[config.mk]
export PLATFORM = sky130hd
export DESIGN_NAME = dma_tc_read_throttle_debug
export DESIGN_NICKNAME = d
export VERILOG_FILES = /design/src/design/dma_tc_read_throttle_debug.v /design/src/design/read_spacing_timer.v /design/src/design/addr_wrap_unit.v
export VERILOG_INCLUDE_DIRS = /design/src /design/src/design
export SDC_FILE = /design/constraint.sdc
export NUM_CORES = 1
export LEC_CHECK = 0
export ABC_AREA = 1
export BUFFER_PORTS_ARGS = -buffer_cell sky130_fd_sc_hd__buf_2
export CAP_MARGIN = 0
export CORE_AREA = 10 10 211 213
export DETAILED_ROUTE_END_ITERATION = 10
export DIE_AREA = 0 0 221 223
export GPL_TIMING_DRIVEN = 0
export PLACE_DENSITY = 0.5
export SLEW_MARGIN = 20
export SYNTH_ARGS = -nofsm -noshare
export SYNTH_HDL_FRONTEND = slang
export SYNTH_SLANG_ARGS = --single-unit
[constraint.sdc]
create_clock -name clock -period 3.8 [get_ports clock]
set_input_delay 0.57 -clock clock [delete_from_list [all_inputs] [get_ports clock]]
set_output_delay 0.57 -clock clock [all_outputs]
set_load 0.005 [all_outputs]
[src/design/dma_tc_map.vh]
// register offsets, field layouts and timing counts of the read throttle block
`ifndef DMA_TC_MAP_VH
`define DMA_TC_MAP_VH

// ----------------------------------------------------------------
// register byte offsets
// ----------------------------------------------------------------
`define ERR_CMD_OFS        8'h00
`define RD_RATE_OFS        8'h04
`define SRC_OPT_OFS        8'h08
`define SRC_ADDR_OFS       8'h0C
`define IRQ_STAT_OFS       8'h10
`define IRQ_MASK_OFS       8'h14
`define DST_BASE_OFS       8'h20
`define DST_STRIDE         8'h04

// ----------------------------------------------------------------
// fields
// ----------------------------------------------------------------
`define ERROR_EVALUATE_BIT           0
`define RATE_MSB           2
`define RATE_RST           3'h0
`define OPT_RST            32'h0000_0000
`define OPT_WMASK          32'h0053_F773
`define OPT_SAM_BIT        0
`define OPT_DAM_BIT        1
`define OPT_FIFO_WIDTH_SELECT_LSB       8
`define OPT_FIFO_WIDTH_SELECT_MSB       10
`define IRQ_ERR_BIT        0
`define IRQ_LOAD_BIT       1
`define IRQ_BITS           2
`define IRQ_RST            2'h0

// ----------------------------------------------------------------
// spacing codes and idle counts, destination fifo
// ----------------------------------------------------------------
`define RATE_FAST          3'h0
`define RATE_4             3'h1
`define RATE_8             3'h2
`define RATE_16            3'h3
`define RATE_32            3'h4
`define IDLE_4             6'h04
`define IDLE_8             6'h08
`define IDLE_16            6'h10
`define IDLE_32            6'h20
`define IDLE_NONE          6'h00
`define DST_DEPTH          4
`define DST_PTR_W          2

`endif

[src/design/dma_tc_read_throttle_debug.v]
// read-command throttle, error re-evaluate and debug view of a dma transfer controller
//
// Contract
// - error_evaluate write pulses error line if errors
// - rate code gives 0/4/8/16/32 idle cycles
// - spacing holds within and across requests
// - rate in bits 2-0, one global value
// - active and fifo registers read-only debug
// - program set loaded by channel controller only
// - four destination fifo entry register sets
// - fifo width wraps constant-mode addresses
`timescale 1ns/1ns
`default_nettype none
`include "dma_tc_map.vh"

module dma_tc_read_throttle_debug (
    // clock and reset
    input  wire        clock,
    input  wire        rstn,
    // register port
    input  wire [7:0]  regAddr,
    input  wire [31:0] regWdata,
    input  wire        regWrite,
    input  wire        regRead,
    output reg  [31:0] regRdata,
    // error logic
    input  wire [3:0]  errorStatusBits,
    output reg         errorPulse,
    // channel controller program load
    input  wire        progLoad,
    input  wire [31:0] progOptions,
    input  wire [31:0] progSrcAddr,
    // channel controller read requests
    input  wire        cmdValid,
    input  wire [7:0]  cmdBytes,
    output wire        cmdReady,
    // bus endpoint read commands
    output wire        rdCmdValid,
    output reg  [31:0] rdCmdAddr,
    output reg  [7:0]  rdCmdBytes,
    input  wire        rdCmdReady,
    // destination fifo debug capture
    input  wire        dstPush,
    input  wire [31:0] dstAddr,
    // interrupt
    output wire        irq
);

    // ----------------------------------------------------------------
    // register decode
    // ----------------------------------------------------------------
    wire        wrErrCmd;
    wire        wrRate;
    wire        wrIrqStat;
    wire        wrIrqMask;

    assign wrErrCmd  = regWrite && (regAddr == `ERR_CMD_OFS);
    assign wrRate    = regWrite && (regAddr == `RD_RATE_OFS);
    assign wrIrqStat = regWrite && (regAddr == `IRQ_STAT_OFS);
    assign wrIrqMask = regWrite && (regAddr == `IRQ_MASK_OFS);

    // ----------------------------------------------------------------
    // error re-evaluate
    // ----------------------------------------------------------------
    wire        evalHit;

    assign evalHit = wrErrCmd && regWdata[`ERROR_EVALUATE_BIT] && (|errorStatusBits);

    always @(posedge clock) begin
        if (!rstn) begin
            errorPulse <= 1'b0;
        end else begin
            errorPulse <= evalHit;
        end
    end

    // ----------------------------------------------------------------
    // read rate
    // ----------------------------------------------------------------
    reg  [2:0]  rate_reg;

    // stored as is; reserved codes act as full speed in the timer
    always @(posedge clock) begin
        if (!rstn) begin
            rate_reg <= `RATE_RST;
        end else if (wrRate) begin
            rate_reg <= regWdata[`RATE_MSB:0];
        end
    end

    // ----------------------------------------------------------------
    // program and source active state
    // ----------------------------------------------------------------
    reg  [31:0] srcOpt_reg;
    reg  [31:0] srcAddr_reg;
    wire [31:0] srcAddrStep;
    wire        constSrc;

    assign constSrc = srcOpt_reg[`OPT_SAM_BIT];

    addr_wrap_unit wrapUnit (
        .addrIn          (srcAddr_reg),
        .stepBytes       (cmdBytes),
        .constMode       (constSrc),
        .fifoWidthSelect (srcOpt_reg[`OPT_FIFO_WIDTH_SELECT_MSB:`OPT_FIFO_WIDTH_SELECT_LSB]),
        .addrOut         (srcAddrStep)
    );

    // the load port writes these and accepted requests step the address; software writes are ignored
    always @(posedge clock) begin
        if (!rstn) begin
            srcOpt_reg  <= `OPT_RST;
            srcAddr_reg <= 32'h0000_0000;
        end else if (progLoad) begin
            srcOpt_reg  <= progOptions & `OPT_WMASK;
            srcAddr_reg <= progSrcAddr;
        end else if (cmdValid && cmdReady) begin
            srcAddr_reg <= srcAddrStep;
        end
    end

    // ----------------------------------------------------------------
    // read command throttle
    // ----------------------------------------------------------------
    reg         hold_reg;
    wire        spaceDone;
    wire        issued;

    // one staged command; the next request waits until it is issued
    assign cmdReady   = !hold_reg && !progLoad;
    assign rdCmdValid = hold_reg && spaceDone;
    assign issued     = rdCmdValid && rdCmdReady;

    always @(posedge clock) begin
        if (!rstn) begin
            hold_reg   <= 1'b0;
            rdCmdAddr  <= 32'h0000_0000;
            rdCmdBytes <= 8'h00;
        end else if (cmdValid && cmdReady) begin
            hold_reg   <= 1'b1;
            rdCmdAddr  <= srcAddr_reg;
            rdCmdBytes <= cmdBytes;
        end else if (issued) begin
            hold_reg   <= 1'b0;
        end
    end

    // timer is never reset by a new request, so gaps span requests
    read_spacing_timer spacer (
        .clock     (clock),
        .rstn      (rstn),
        .rateCode  (rate_reg),
        .accepted  (issued),
        .spaceDone (spaceDone)
    );

    // ----------------------------------------------------------------
    // destination fifo debug entries
    // ----------------------------------------------------------------
    reg  [31:0]            dstEntry [0:`DST_DEPTH-1];
    reg  [`DST_PTR_W-1:0]  dstPtr_reg;

    always @(posedge clock) begin
        if (!rstn) begin
            dstPtr_reg <= {`DST_PTR_W{1'b0}};
        end else if (dstPush) begin
            dstPtr_reg <= dstPtr_reg + 1'b1;
        end
    end

    genvar e;
    generate
        for (e = 0; e < `DST_DEPTH; e = e + 1) begin : gDst
            always @(posedge clock) begin
                if (!rstn) begin
                    dstEntry[e] <= 32'h0000_0000;
                end else if (dstPush && (dstPtr_reg == e)) begin
                    dstEntry[e] <= dstAddr;
                end
            end
        end
    endgenerate

    // ----------------------------------------------------------------
    // interrupt status and mask
    // ----------------------------------------------------------------
    reg  [`IRQ_BITS-1:0] irqStat_reg;
    reg  [`IRQ_BITS-1:0] irqStat_next;
    reg  [`IRQ_BITS-1:0] irqMask_reg;
    reg  [`IRQ_BITS-1:0] irqEvents;

    always @* begin
        irqEvents = {`IRQ_BITS{1'b0}};
        irqEvents[`IRQ_ERR_BIT]  = errorPulse;
        irqEvents[`IRQ_LOAD_BIT] = progLoad;
        irqStat_next = irqStat_reg;
        if (wrIrqStat) begin
            irqStat_next = irqStat_reg & ~regWdata[`IRQ_BITS-1:0];
        end
        // a new event wins over a clear in the same cycle
        irqStat_next = irqStat_next | irqEvents;
    end

    always @(posedge clock) begin
        if (!rstn) begin
            irqStat_reg <= `IRQ_RST;
            irqMask_reg <= `IRQ_RST;
        end else begin
            irqStat_reg <= irqStat_next;
            if (wrIrqMask) begin
                irqMask_reg <= regWdata[`IRQ_BITS-1:0];
            end
        end
    end

    assign irq = |(irqStat_reg & irqMask_reg);

    // ----------------------------------------------------------------
    // read data
    // ----------------------------------------------------------------
    reg  [31:0] readMux;

    always @* begin
        readMux = 32'h0000_0000;
        case (regAddr)
            `ERR_CMD_OFS:  readMux = 32'h0000_0000;
            `RD_RATE_OFS:  readMux = {29'h0000_0000, rate_reg};
            `SRC_OPT_OFS:  readMux = srcOpt_reg;
            `SRC_ADDR_OFS: readMux = srcAddr_reg;
            `IRQ_STAT_OFS: readMux = {30'h0000_0000, irqStat_reg};
            `IRQ_MASK_OFS: readMux = {30'h0000_0000, irqMask_reg};
            `DST_BASE_OFS: readMux = dstEntry[0];
            `DST_BASE_OFS + `DST_STRIDE: readMux = dstEntry[1];
            `DST_BASE_OFS + 8'h08:       readMux = dstEntry[2];
            `DST_BASE_OFS + 8'h0C:       readMux = dstEntry[3];
            default:       readMux = 32'h0000_0000;
        endcase
    end

    always @(posedge clock) begin
        if (!rstn) begin
            regRdata <= 32'h0000_0000;
        end else if (regRead) begin
            regRdata <= readMux;
        end else begin
            regRdata <= 32'h0000_0000;
        end
    end

endmodule // dma_tc_read_throttle_debug

`default_nettype wire

[src/design/read_spacing_timer.v]
// idle-cycle counter that spaces successive read commands
`timescale 1ns/1ns
`default_nettype none
`include "dma_tc_map.vh"

module read_spacing_timer (
    // clock and reset
    input  wire       clock,
    input  wire       rstn,
    // control
    input  wire [2:0] rateCode,
    input  wire       accepted,
    // status
    output wire       spaceDone
);

    reg  [5:0] count_reg;
    reg  [5:0] count_next;
    reg  [5:0] idleCycles;

    // reserved codes fall back to full speed
    always @* begin
        case (rateCode)
            `RATE_4:  idleCycles = `IDLE_4;
            `RATE_8:  idleCycles = `IDLE_8;
            `RATE_16: idleCycles = `IDLE_16;
            `RATE_32: idleCycles = `IDLE_32;
            default:  idleCycles = `IDLE_NONE;
        endcase
    end

    always @* begin
        count_next = count_reg;
        if (accepted) begin
            count_next = idleCycles;
        end else if (count_reg != `IDLE_NONE) begin
            count_next = count_reg - 6'h01;
        end
    end

    always @(posedge clock) begin
        if (!rstn) begin
            count_reg <= `IDLE_NONE;
        end else begin
            count_reg <= count_next;
        end
    end

    assign spaceDone = (count_reg == `IDLE_NONE);

endmodule // read_spacing_timer

`default_nettype wire

[src/design/addr_wrap_unit.v]
// next source address, wrapping inside the fifo width in constant mode
`timescale 1ns/1ns
`default_nettype none
`include "dma_tc_map.vh"

module addr_wrap_unit (
    // inputs
    input  wire [31:0] addrIn,
    input  wire [7:0]  stepBytes,
    input  wire        constMode,
    input  wire [2:0]  fifoWidthSelect,
    // output
    output reg  [31:0] addrOut
);

    reg [31:0] sum;
    reg [31:0] wrapMask;

    always @* begin
        sum = addrIn + {24'h00_0000, stepBytes};
        case (fifoWidthSelect)
            3'h0:    wrapMask = 32'h0000_0000;
            3'h1:    wrapMask = 32'h0000_0001;
            3'h2:    wrapMask = 32'h0000_0003;
            3'h3:    wrapMask = 32'h0000_0007;
            3'h4:    wrapMask = 32'h0000_000F;
            default: wrapMask = 32'h0000_0000;
        endcase
        // constant mode keeps the upper bits, only the lane offset moves
        if (constMode) begin
            addrOut = (addrIn & ~wrapMask) | (sum & wrapMask);
        end else begin
            addrOut = sum;
        end
    end

endmodule // addr_wrap_unit

`default_nettype wire

# Yosys cells after proc, flatten, opt, wreduce, memory -nomap -nowiden
# Memory sizes are Yosys's and may differ from the RTL's.
# Cells that the tools add are included.
dict set report totals {
  register_bits 137
  ram_bits 128
  input_bits 156
  output_inout_bits 76
  word_cells 102
  mem_count 1
}
# memory words width read_ports rd_ports_with_merged_regs write_ports line
set memory_table {}
lappend memory_table {dstEntry 4 32 4 0 4 dma_tc_read_throttle_debug.v:160} ;# reg [31:0] dstEntry [0:`DST_DEPTH-1];
dict set report op_classes {
  addsub 3
  eq_ne 20
  n_mux 28
  bitwise_logic 12
  reduce_logical 26
}
# op count
set ops {}
lappend ops {{32-bit one-hot mux with 9 select lines} 1}
lappend ops {{32-bit 2-to-1 mux} 7}
lappend ops {{32-bit by 8-bit adder with 32-bit output} 1}
lappend ops {{32-bit AND} 1}
lappend ops {{32-bit by 4-bit AND with 32-bit output} 1}
lappend ops {{8-bit by 6-bit equality test with 1-bit output (second input constant)} 4}
lappend ops {{4-bit inverter with 32-bit output} 1}
lappend ops {{32-bit OR} 1}
lappend ops {{6-bit one-hot mux with 4 select lines} 1}
lappend ops {{8-bit by 4-bit equality test with 1-bit output (second input constant)} 2}
lappend ops {{8-bit by 5-bit equality test with 1-bit output (second input constant)} 2}
lappend ops {{4-bit one-hot mux with 4 select lines} 1}
lappend ops {{1-bit 2-to-1 mux} 15}
lappend ops {{1-bit logical AND} 14}
lappend ops {{3-bit by 2-bit equality test with 1-bit output (second input constant)} 4}
lappend ops {{6-bit 2-to-1 mux} 2}
lappend ops {{8-bit by 3-bit equality test with 1-bit output (second input constant)} 1}
lappend ops {{8-bit zero test} 1}
lappend ops {{3-bit by 1-bit equality test with 1-bit output (second input constant)} 2}
lappend ops {{3-bit equality test (second input constant)} 2}
lappend ops {{6-bit zero test} 1}
lappend ops {{2-bit nonzero test} 3}
lappend ops {{6-bit nonzero test} 1}
lappend ops {{6-bit by 1-bit subtractor with 6-bit output (second input constant)} 1}
lappend ops {{13 further kinds} 19}

# Longest topological paths before layout
# Gate-level depths: netlist (run 1).
dict set report logic_depth {
  word_depth 8
  depth_mapped 12
  depth_no_buf 12
}

# Hierarchy
# A second synthesis (run 1) with hierarchy kept.
dict set report hier_totals {
  hier_cells 1578
  area_unflattened_um2 12494.5
}
# module instances cells_per_inst area_per_inst_um2 seq_area_each_um2
set modules_own_cells {}
lappend modules_own_cells {dma_tc_read_throttle_debug 1 1215 10627.7 6466.2}
lappend modules_own_cells {addr_wrap_unit 1 307 1476.4 0.0}
lappend modules_own_cells {read_spacing_timer 1 56 390.4 120.1}

# Worst setup path after synthesis (run 1)
# Ideal clock, no wire load.
dict set report synth_path {
  kind {input to register}
  from {in cmdBytes[0]}
  to {reg srcAddr_reg[12]}
  setup_time_ns 0.119
  arrival_ns 1.860
  required_time_ns 3.681
  slack_ns 1.821
  stages 9
  n_path_buf 0
  cell_sequence {ha_1 fa_1 nand2_1 nand3_1 nand2_1 o21ai_2 or2_2 nand3_1 a21oi_1}
}
dict set report synth_via {
  elab_chain_len 6
}
# element line
set synth_rtl {}
lappend synth_rtl {{from (decl)} dma_tc_read_throttle_debug.v:35} ;# input wire [7:0] cmdBytes,
lappend synth_rtl {{32-bit by 8-bit adder with 32-bit output *} addr_wrap_unit.v:20} ;# sum = addrIn + {24'h00_0000, stepBytes};
lappend synth_rtl {{32-bit by 4-bit AND with 32-bit output} addr_wrap_unit.v:31} ;# addrOut = (addrIn & ~wrapMask) | (sum & wrapMask);
lappend synth_rtl {{32-bit OR} addr_wrap_unit.v:31}
lappend synth_rtl {{32-bit 2-to-1 mux *} addr_wrap_unit.v:30} ;# if (constMode) begin
lappend synth_rtl {{32-bit 2-to-1 mux *} dma_tc_read_throttle_debug.v:117} ;# end else if (cmdValid && cmdReady) begin
lappend synth_rtl {{32-bit 2-to-1 mux *} dma_tc_read_throttle_debug.v:114} ;# end else if (progLoad) begin
lappend synth_rtl {{to (signal assigned)} dma_tc_read_throttle_debug.v:116} ;# srcAddr_reg <= progSrcAddr;
lappend synth_rtl {{to (signal assigned)} dma_tc_read_throttle_debug.v:118} ;# srcAddr_reg <= srcAddrStep;
lappend synth_rtl {{to (decl)} dma_tc_read_throttle_debug.v:95} ;# reg [31:0] srcAddr_reg;
# Mark *: on every way between the ends. The rest lies on a longest branch, timed or not. The select of a mux whose other input is x is not followed.
# A chain may end at the register's enable or synchronous reset.

# Final worst setup path (run 1)
dict set report layout_path {
  from {reg spacer.count_reg[0]}
  to {out rdCmdValid}
}
dict set report layout_via {
  elab_chain_len 2
}
# element line
set layout_rtl {}
lappend layout_rtl {{from (decl)} read_spacing_timer.v:17} ;# reg [5:0] count_reg;
lappend layout_rtl {{from (signal assigned)} read_spacing_timer.v:43} ;# count_reg <= `IDLE_NONE;
lappend layout_rtl {{from (signal assigned)} read_spacing_timer.v:45} ;# count_reg <= count_next;
lappend layout_rtl {{6-bit zero test (no line)} n/a}
lappend layout_rtl {{1-bit logical AND} dma_tc_read_throttle_debug.v:131} ;# assign rdCmdValid = hold_reg && spaceDone;
lappend layout_rtl {{to (decl)} dma_tc_read_throttle_debug.v:38} ;# output wire rdCmdValid,
# Every way passes these cells.

==> impl_metrics.py, run 1 <==
metrics = {
    "place": {
        "port_buffers": 185,
        "place.gp.congestion": 0.880,
        "dp_hpwl_um": 32700,
    },
    "pwr": {
        "total_power_mw": 7.03,
        "internal_power_mw": 5.22,
        "comb_power_share_pct": 11.2,
        "p_leak_nw": 6.30,
        "switchingPower_mw": 1.82,
        "power_frac_seq_pct": 46.8,
        "p_clk_share_pct": 42.0,
        "vdd_drop_max_mv": 0.332,
        "switching_share_pct": 25.8,
        "p_per_area_nw_per_um2": 480,
    },
    "detailed_routing": {
        "drt-wirelength-per-cell_um": 19.4,
        "drc": 0,
        "vias": 10500,
        "first_iter_violations": 764,
        "routed_via_density": 4.75,
        "drt-pass1-iter-count": 7,
        "antenna_left": 0,
        "drt-total-wl_um": 42800,
    },
    "timing": {
        "final_hold_viol_count": 0,
        "fmax_ghz": 0.423,
        "fin_skew_ps": 22.0,
        "post-route-min-period_ps": 2370,
        "slew_headroom_pct": 54.4,
        "rsz0062_at_grt": "no",
        "slew_violations": 0,
        "tightest_slew_ps": 683,
        "fin_crit_sh_pct": 62.3,
        "fin_tns_setup_ps": 0,
        "finalSetupViolCount": 0,
    },
    "floorplan": {
        "die_h_um": 223,
        "io_pins": 232,
        "rows": 74,
        "die_w_um": 221,
        "start_util_pct": 29.6,
        "coreArea_um2": 40400,
        "dieArea_um2": 49300,
    },
    "setup_path": {
        "cp_top_family": "simple AND/OR/NAND/NOR gates",
        "cp-end-kind": "primary output",
        "slowest_stage": "dfxtp_1",
        "crit_fanout": 4,
        "cp-start-kind": "flop",
        "critPathKind": "flop to primary output",
        "path_cells": "inv_1 > ha_1 > nand3_1 > nor2_1 > nand2_1 > nor2_4 > buf_2",
        "required_ps": 3230,
        "max_stage_delay_ps": 320,
        "arrival_ps": 1800,
        "crit_buf_inv": 2,
    },
    "clock_tree": {
        "cts_tree": "built",
        "clk_latency_ps": 580,
        "post_cts_buffers": 0,
        "htreeDepth": 1,
        "cts_resized": 0,
        "clk_pin_slew_ps": 60,
        "cts_inserted_buffers": 30,
        "cts-root-buf": "clkbuf_16",
        "clockBufferDepth": 3,
        "clock_sinks": 265,
        "cts-hold-fix-buffers": 0,
    },
    "synth": {
        "syn_inst": 1426,
        "synth_ff_type": "dfxtp_1",
        "async_flop_share_pct": 0,
        "yosysSeqAreaShare_pct": 55.1,
        "ys_types": 40,
        "yosysTopAreaCell": "edfxtp_1",
        "yosys.area.top_type_share_pct": 32.2,
        "yosys-top-cells-area": "edfxtp_1 32%, dfxtp_1 23%, nand2_1 8.9%",
        "synth_seq_cells": 265,
        "synth_warnings": 0,
        "avgSynthCellArea_um2": 8.38,
        "synth.most_common_cell": "nand2_1",
        "synth_common_cells": "284 x nand2_1, 231 x nor2_1, 137 x dfxtp_1",
        "syn-num-nets": 1596,
        "synth_edf_count": 128,
        "synth_area_um2": 12000,
    },
    "layout": {
        "top_register": "dstEntry",
        "nets": 1817,
        "reg_top3": "dstEntry: 128 flops, rdCmdAddr: 32 flops, regRdata: 32 flops",
        "largest_reg_flops": 128,
        "drive_gt1_share_pct": 18.5,
        "syn_to_final_growth_pct": 22.6,
    },
    "grt": {
        "grtUsageTotal_pct": 16.9,
        "overflow": 0,
        "grt_max_degree": 23,
        "grt_pass1_wl_um": 64400,
        "antenna_found_initial": 2,
        "grt_pass1_vias": 10400,
    },
    "run": {
        "max_cap_viol_count": 0,
    },
    "worst_hold_path": {
        "hold_path.class": "primary input to flop",
    },
    "outcome": {
        "outcome": "complete, no violations",
    },
}
==> placed cells by master (no fill, tap or decap), types with 2 or more instances in the layout <==
master     Yosys  layout
nand2_1      284     280
nor2_1       231     231
buf_2         17     202
dfxtp_1      137     137
edfxtp_1     128     128
inv_1        124     124
a21oi_1      116     116
o21ai_0      115     115
nand3_1       75      75
clkbuf_1      39      48
clkbuf_16      0      31
nor3_1        23      23
a31oi_1       17      17
a22o_1        15      15
nor2_2        13      13
nand4_1       13      13
ha_1          13      13
nand2_2        8      12
nor2_4         8       8
clkbuf_8       0       7
xor2_1         6       6
o21ai_1        6       6
inv_2          5       5
clkinv_2       0       5
clkinv_1       3       4
buf_6          4       4
nand3_2        3       3
buf_4          3       3
o22ai_1        3       3
o21ai_2        2       2
clkbuf_2       2       2
nor4_1         2       2
bufinv_16      0       2
buf_16         0       2
buf_12         0       2
==> power by group through the flow <==
stage                     Sequential [mW]  Clock (mW)  Combinational [mW]
after floorplan                      3.32           0               0.472
after global placement               3.35           0               0.766
after detailed placement             3.35           0               0.791
after CTS                            3.29        3.01               0.796
after global routing                 3.31        3.13               0.890
final                                3.29        2.95               0.788
==> cell families after synthesis <==
logic type | Yosys count | share of synthesized area, %
adder cells (fa/ha/maj) | 14 | 1.53
AND/OR/NAND/NOR | 663 | 23.5
XOR/XNOR | 6 | 0.440
buffers and inverters | 198 | 6.76
AO/OA/AOI/OAI | 280 | 12.7
flip-flops | 265 | 55.1
==> layout make-up <==
class | count | area (um2)
diodes | 1 | 2.50
well taps | 532 | 666
clock inverters | 8 | 88.8
clock buffers | 48 | 913
plain buffers | 66 | 313
flip-flops and latches | 265 | 6590
repair buffers | 189 | 1020
multi-input cells | 963 | 4570
fillers | 4308 | 25700
inverters | 132 | 495
==> tightest hold or removal path, cell delays in order <==
cell and delay (ps):
buf_2 100, nor2_1 40, nor2_1 80
==> stage by stage <==
step / util [%] / instances / instance area (um2) / setup WS [ps] / hold slack (ps)
final: 36.3 / 2204 / 14700 / 1430 / 263
after global routing: 36.3 / 2204 / 14700 / 1280 / 269
after CTS: 36.3 / 2203 / 14700 / 1400 / 252
after detailed placement: 33.8 / 2147 / 13600 / 1370 / 450
after global placement: 33.6 / 2143 / 13500 / 752 / 448
after floorplan: - / 1426 / 12000 / 1820 / 426
==> final timing paths <==
kind                            slack (ps)                start                  end  cells past startpoint
worst max-delay path                  1430  spacer.count_reg[0]           rdCmdValid                      7
worst min-delay path                   260       progOptions[5]        srcOpt_reg[5]                      3
worst max register to register        1670                 flop      srcAddr_reg[18]                     11
worst min register to register         460  spacer.count_reg[0]  spacer.count_reg[0]                      1
==> per-layer routing <==
| metal | track usage [%] | vias up | share of wire [%] |
|---|---|---|---|
| met1 | 22.5 | 4970 | 46 |
| met2 | 27.6 | 280 | 47 |
| met3 | 2.69 | 52 | 5.2 |
| met5 | 0 | - | 0 |
| li1 | - | 5177 | - |
| met4 | 4.99 | 0 | 2.4 |
Note: power is estimated with default switching activity, not from simulation.
==> run 2: changes to the inputs <==
- PLACE_DENSITY: 0.5 -> 0.52
- clock period: 3.8 -> 2 ns (I/O delays scaled with it)
==> run 2 against run 1 <==
Global-route usage shrank 0.22 points. Clock power grew 84%. Die area is the same. First-iteration DRC count shrank 5.4%. Setup slack lost 1400 ps. Via count grew 0.77%. Design area grew 0.78%. Register-to-register slack lost 1500 ps. Clock skew shrank 5.5 ps. Utilization grew 0.28 points. Critical path type unchanged. Critical endpoint unchanged.
==> impl_metrics.py, run 2 (synthesis gave the netlist of run 1 again) <==
metrics = {
    "place": {
        "place.gp.congestion": 0.869,
        "place_ws_ps": -175,
        "dp_hpwl_um": 33000,
        "port_buffers": 185,
    },
    "setup_path": {
        "required_ps": 1700,
        "cpMostUsedCell": "nor2_4",
        "crit_fanout": 3,
        "rrSetupSlack_ps": 130,
        "cp_top_family": "simple AND/OR/NAND/NOR gates",
        "reg2regPathDepth": 11,
        "crit_buf_inv": 2,
        "slowest_stage": "dfxtp_2",
        "arrival_ps": 1660,
        "cp-endpoint": "rdCmdValid",
        "path_cells": "inv_2 > ha_4 > nand3_2 > nor2_4 > nand2_2 > nor2_4 > buf_2",
        "crit_start": "spacer.count_reg[1]",
        "r2r_end": "srcAddr_reg[30]",
        "crit_cells": 7,
        "critPathKind": "flop to primary output",
        "max_stage_delay_ps": 310,
        "cp-end-kind": "primary output",
        "cp-start-kind": "flop",
    },
    "clock_tree": {
        "clk_latency_ps": 570,
        "htreeDepth": 1,
        "cts-root-buf": "clkbuf_16",
        "cts_tree": "built",
        "cts_inserted_buffers": 30,
        "clock_sinks": 265,
        "clk_pin_slew_ps": 60,
        "clockBufferDepth": 3,
    },
    "timing": {
        "fmax_ghz": 0.510,
        "fin_ws_ps": 38.2,
        "fin_crit_sh_pct": 98.1,
        "tightest_slew_ps": 688,
        "finalSetupViolCount": 0,
        "slew_violations": 0,
        "fin_tns_setup_ps": 0,
        "final_hold_viol_count": 0,
        "post-route-min-period_ps": 1960,
        "fin_skew_ps": 16.5,
        "slew_headroom_pct": 54.1,
    },
    "outcome": {
        "outcome": "complete, no violations",
    },
    "floorplan": {
        "die_w_um": 221,
        "rows": 74,
        "start_util_pct": 29.6,
        "io_pins": 232,
        "dieArea_um2": 49300,
        "coreArea_um2": 40400,
        "die_h_um": 223,
    },
    "worst_hold_path": {
        "hold_path.class": "primary input to flop",
        "min_from": "progOptions[1]",
    },
    "pwr": {
        "total_power_mw": 13.4,
        "p_per_area_nw_per_um2": 906,
        "vdd_drop_max_mv": 0.641,
        "p_leak_nw": 6.33,
    },
    "layout": {
        "fill_cells": 4312,
        "drive_gt1_share_pct": 20.3,
        "reg_top3": "dstEntry: 128 flops, rdCmdAddr: 32 flops, regRdata: 32 flops",
        "diodes": 0,
        "syn_to_final_growth_pct": 23.6,
        "final_cell_mix": "271 x nand2_1, 229 x nor2_1, 202 x buf_2, 131 x dfxtp_1, 128 x edfxtp_1",
        "nets": 1824,
        "largest_reg_flops": 128,
        "top_register": "dstEntry",
        "final_common_cell": "nand2_1",
        "final_core_util_pct": 36.6,
    },
    "run": {
        "max_cap_viol_count": 0,
    },
    "detailed_routing": {
        "drt-total-wl_um": 43400,
        "drc": 0,
        "drt-wirelength-per-cell_um": 19.6,
        "routed_via_density": 4.78,
        "drt-pass1-iter-count": 5,
        "first_iter_violations": 723,
        "vias": 10600,
        "antenna_left": 0,
    },
    "grt": {
        "grt_pass1_wl_um": 63900,
        "grt_pass1_vias": 10400,
        "grt_max_degree": 24,
        "grtUsageTotal_pct": 16.7,
        "overflow": 0,
        "antenna_found_initial": 0,
    },
}
## run 2: report_power, final
group | switching (mW) | total [mW] | internal, mW | leakage [nW]
registers | 0.211 | 6.26 | 6.05 | 2.47
clock network | 2.26 | 5.44 | 3.18 | 0.486
logic | 1.06 | 1.67 | 0.610 | 3.38
total | 3.53 | 13.4 | 9.85 | 6.33
## run 2: what timing repair did
item,CTS,global route
hold buffers,2,0
hold endpoints to repair,2,0
setup endpoints to repair,9,22
gates cloned,0,0
pin swaps,0,6
buffers inserted,1,4
gates resized for setup,8,22
## run 2: cell type report
class,instances,area (um2),area share [%]
Clock inverter,9,81.3,0.551
Sequential cell,265,6600,44.7
Multi-Input combinational cell,963,4640,31.4
Timing Repair Buffer,196,1080,7.30
Buffer,66,313,2.12
Clock buffer,47,895,6.06
Inverter,132,495,3.36
Tap cell,532,666,4.51
## run 2: metal layers
layer | vias to the layer above | wire, um | track usage, %
li1 | 5195 | - | -
met1 | 4987 | 19600 | 22.0
met2 | 320 | 20400 | 27.8
met3 | 58 | 2320 | 2.20
met4 | 0 | 1140 | 4.75
met5 | - | 0 | 0
## run 2: stage by stage
step | instance area [um2] | std cells | hold WS, ps
floorplan | 12000 | 1426 | 426
CTS | 14700 | 2206 | 11.2
global route | 14800 | 2210 | 14.1
finish | 14800 | 2210 | 17.9
global placement | 13500 | 2143 | 448
detailed placement | 13600 | 2147 | 454
## run 2: how the worst min path moves through the flow
stage                                to  slack [ps]  cells after the start
floorplan           spacer.count_reg[0]         430                      1
global placement    spacer.count_reg[0]         450                      1
detailed placement  spacer.count_reg[0]         450                      1
CTS                       srcOpt_reg[1]          10                      3
global route              srcOpt_reg[8]          10                      3
finish                    srcOpt_reg[1]          20                      3
## run 2: tightest hold or removal path, delay by kind of cell
family | cells | cell delay [ps]
and+or+nand+nor | 2 | 130
buffers and inverters | 1 | 100
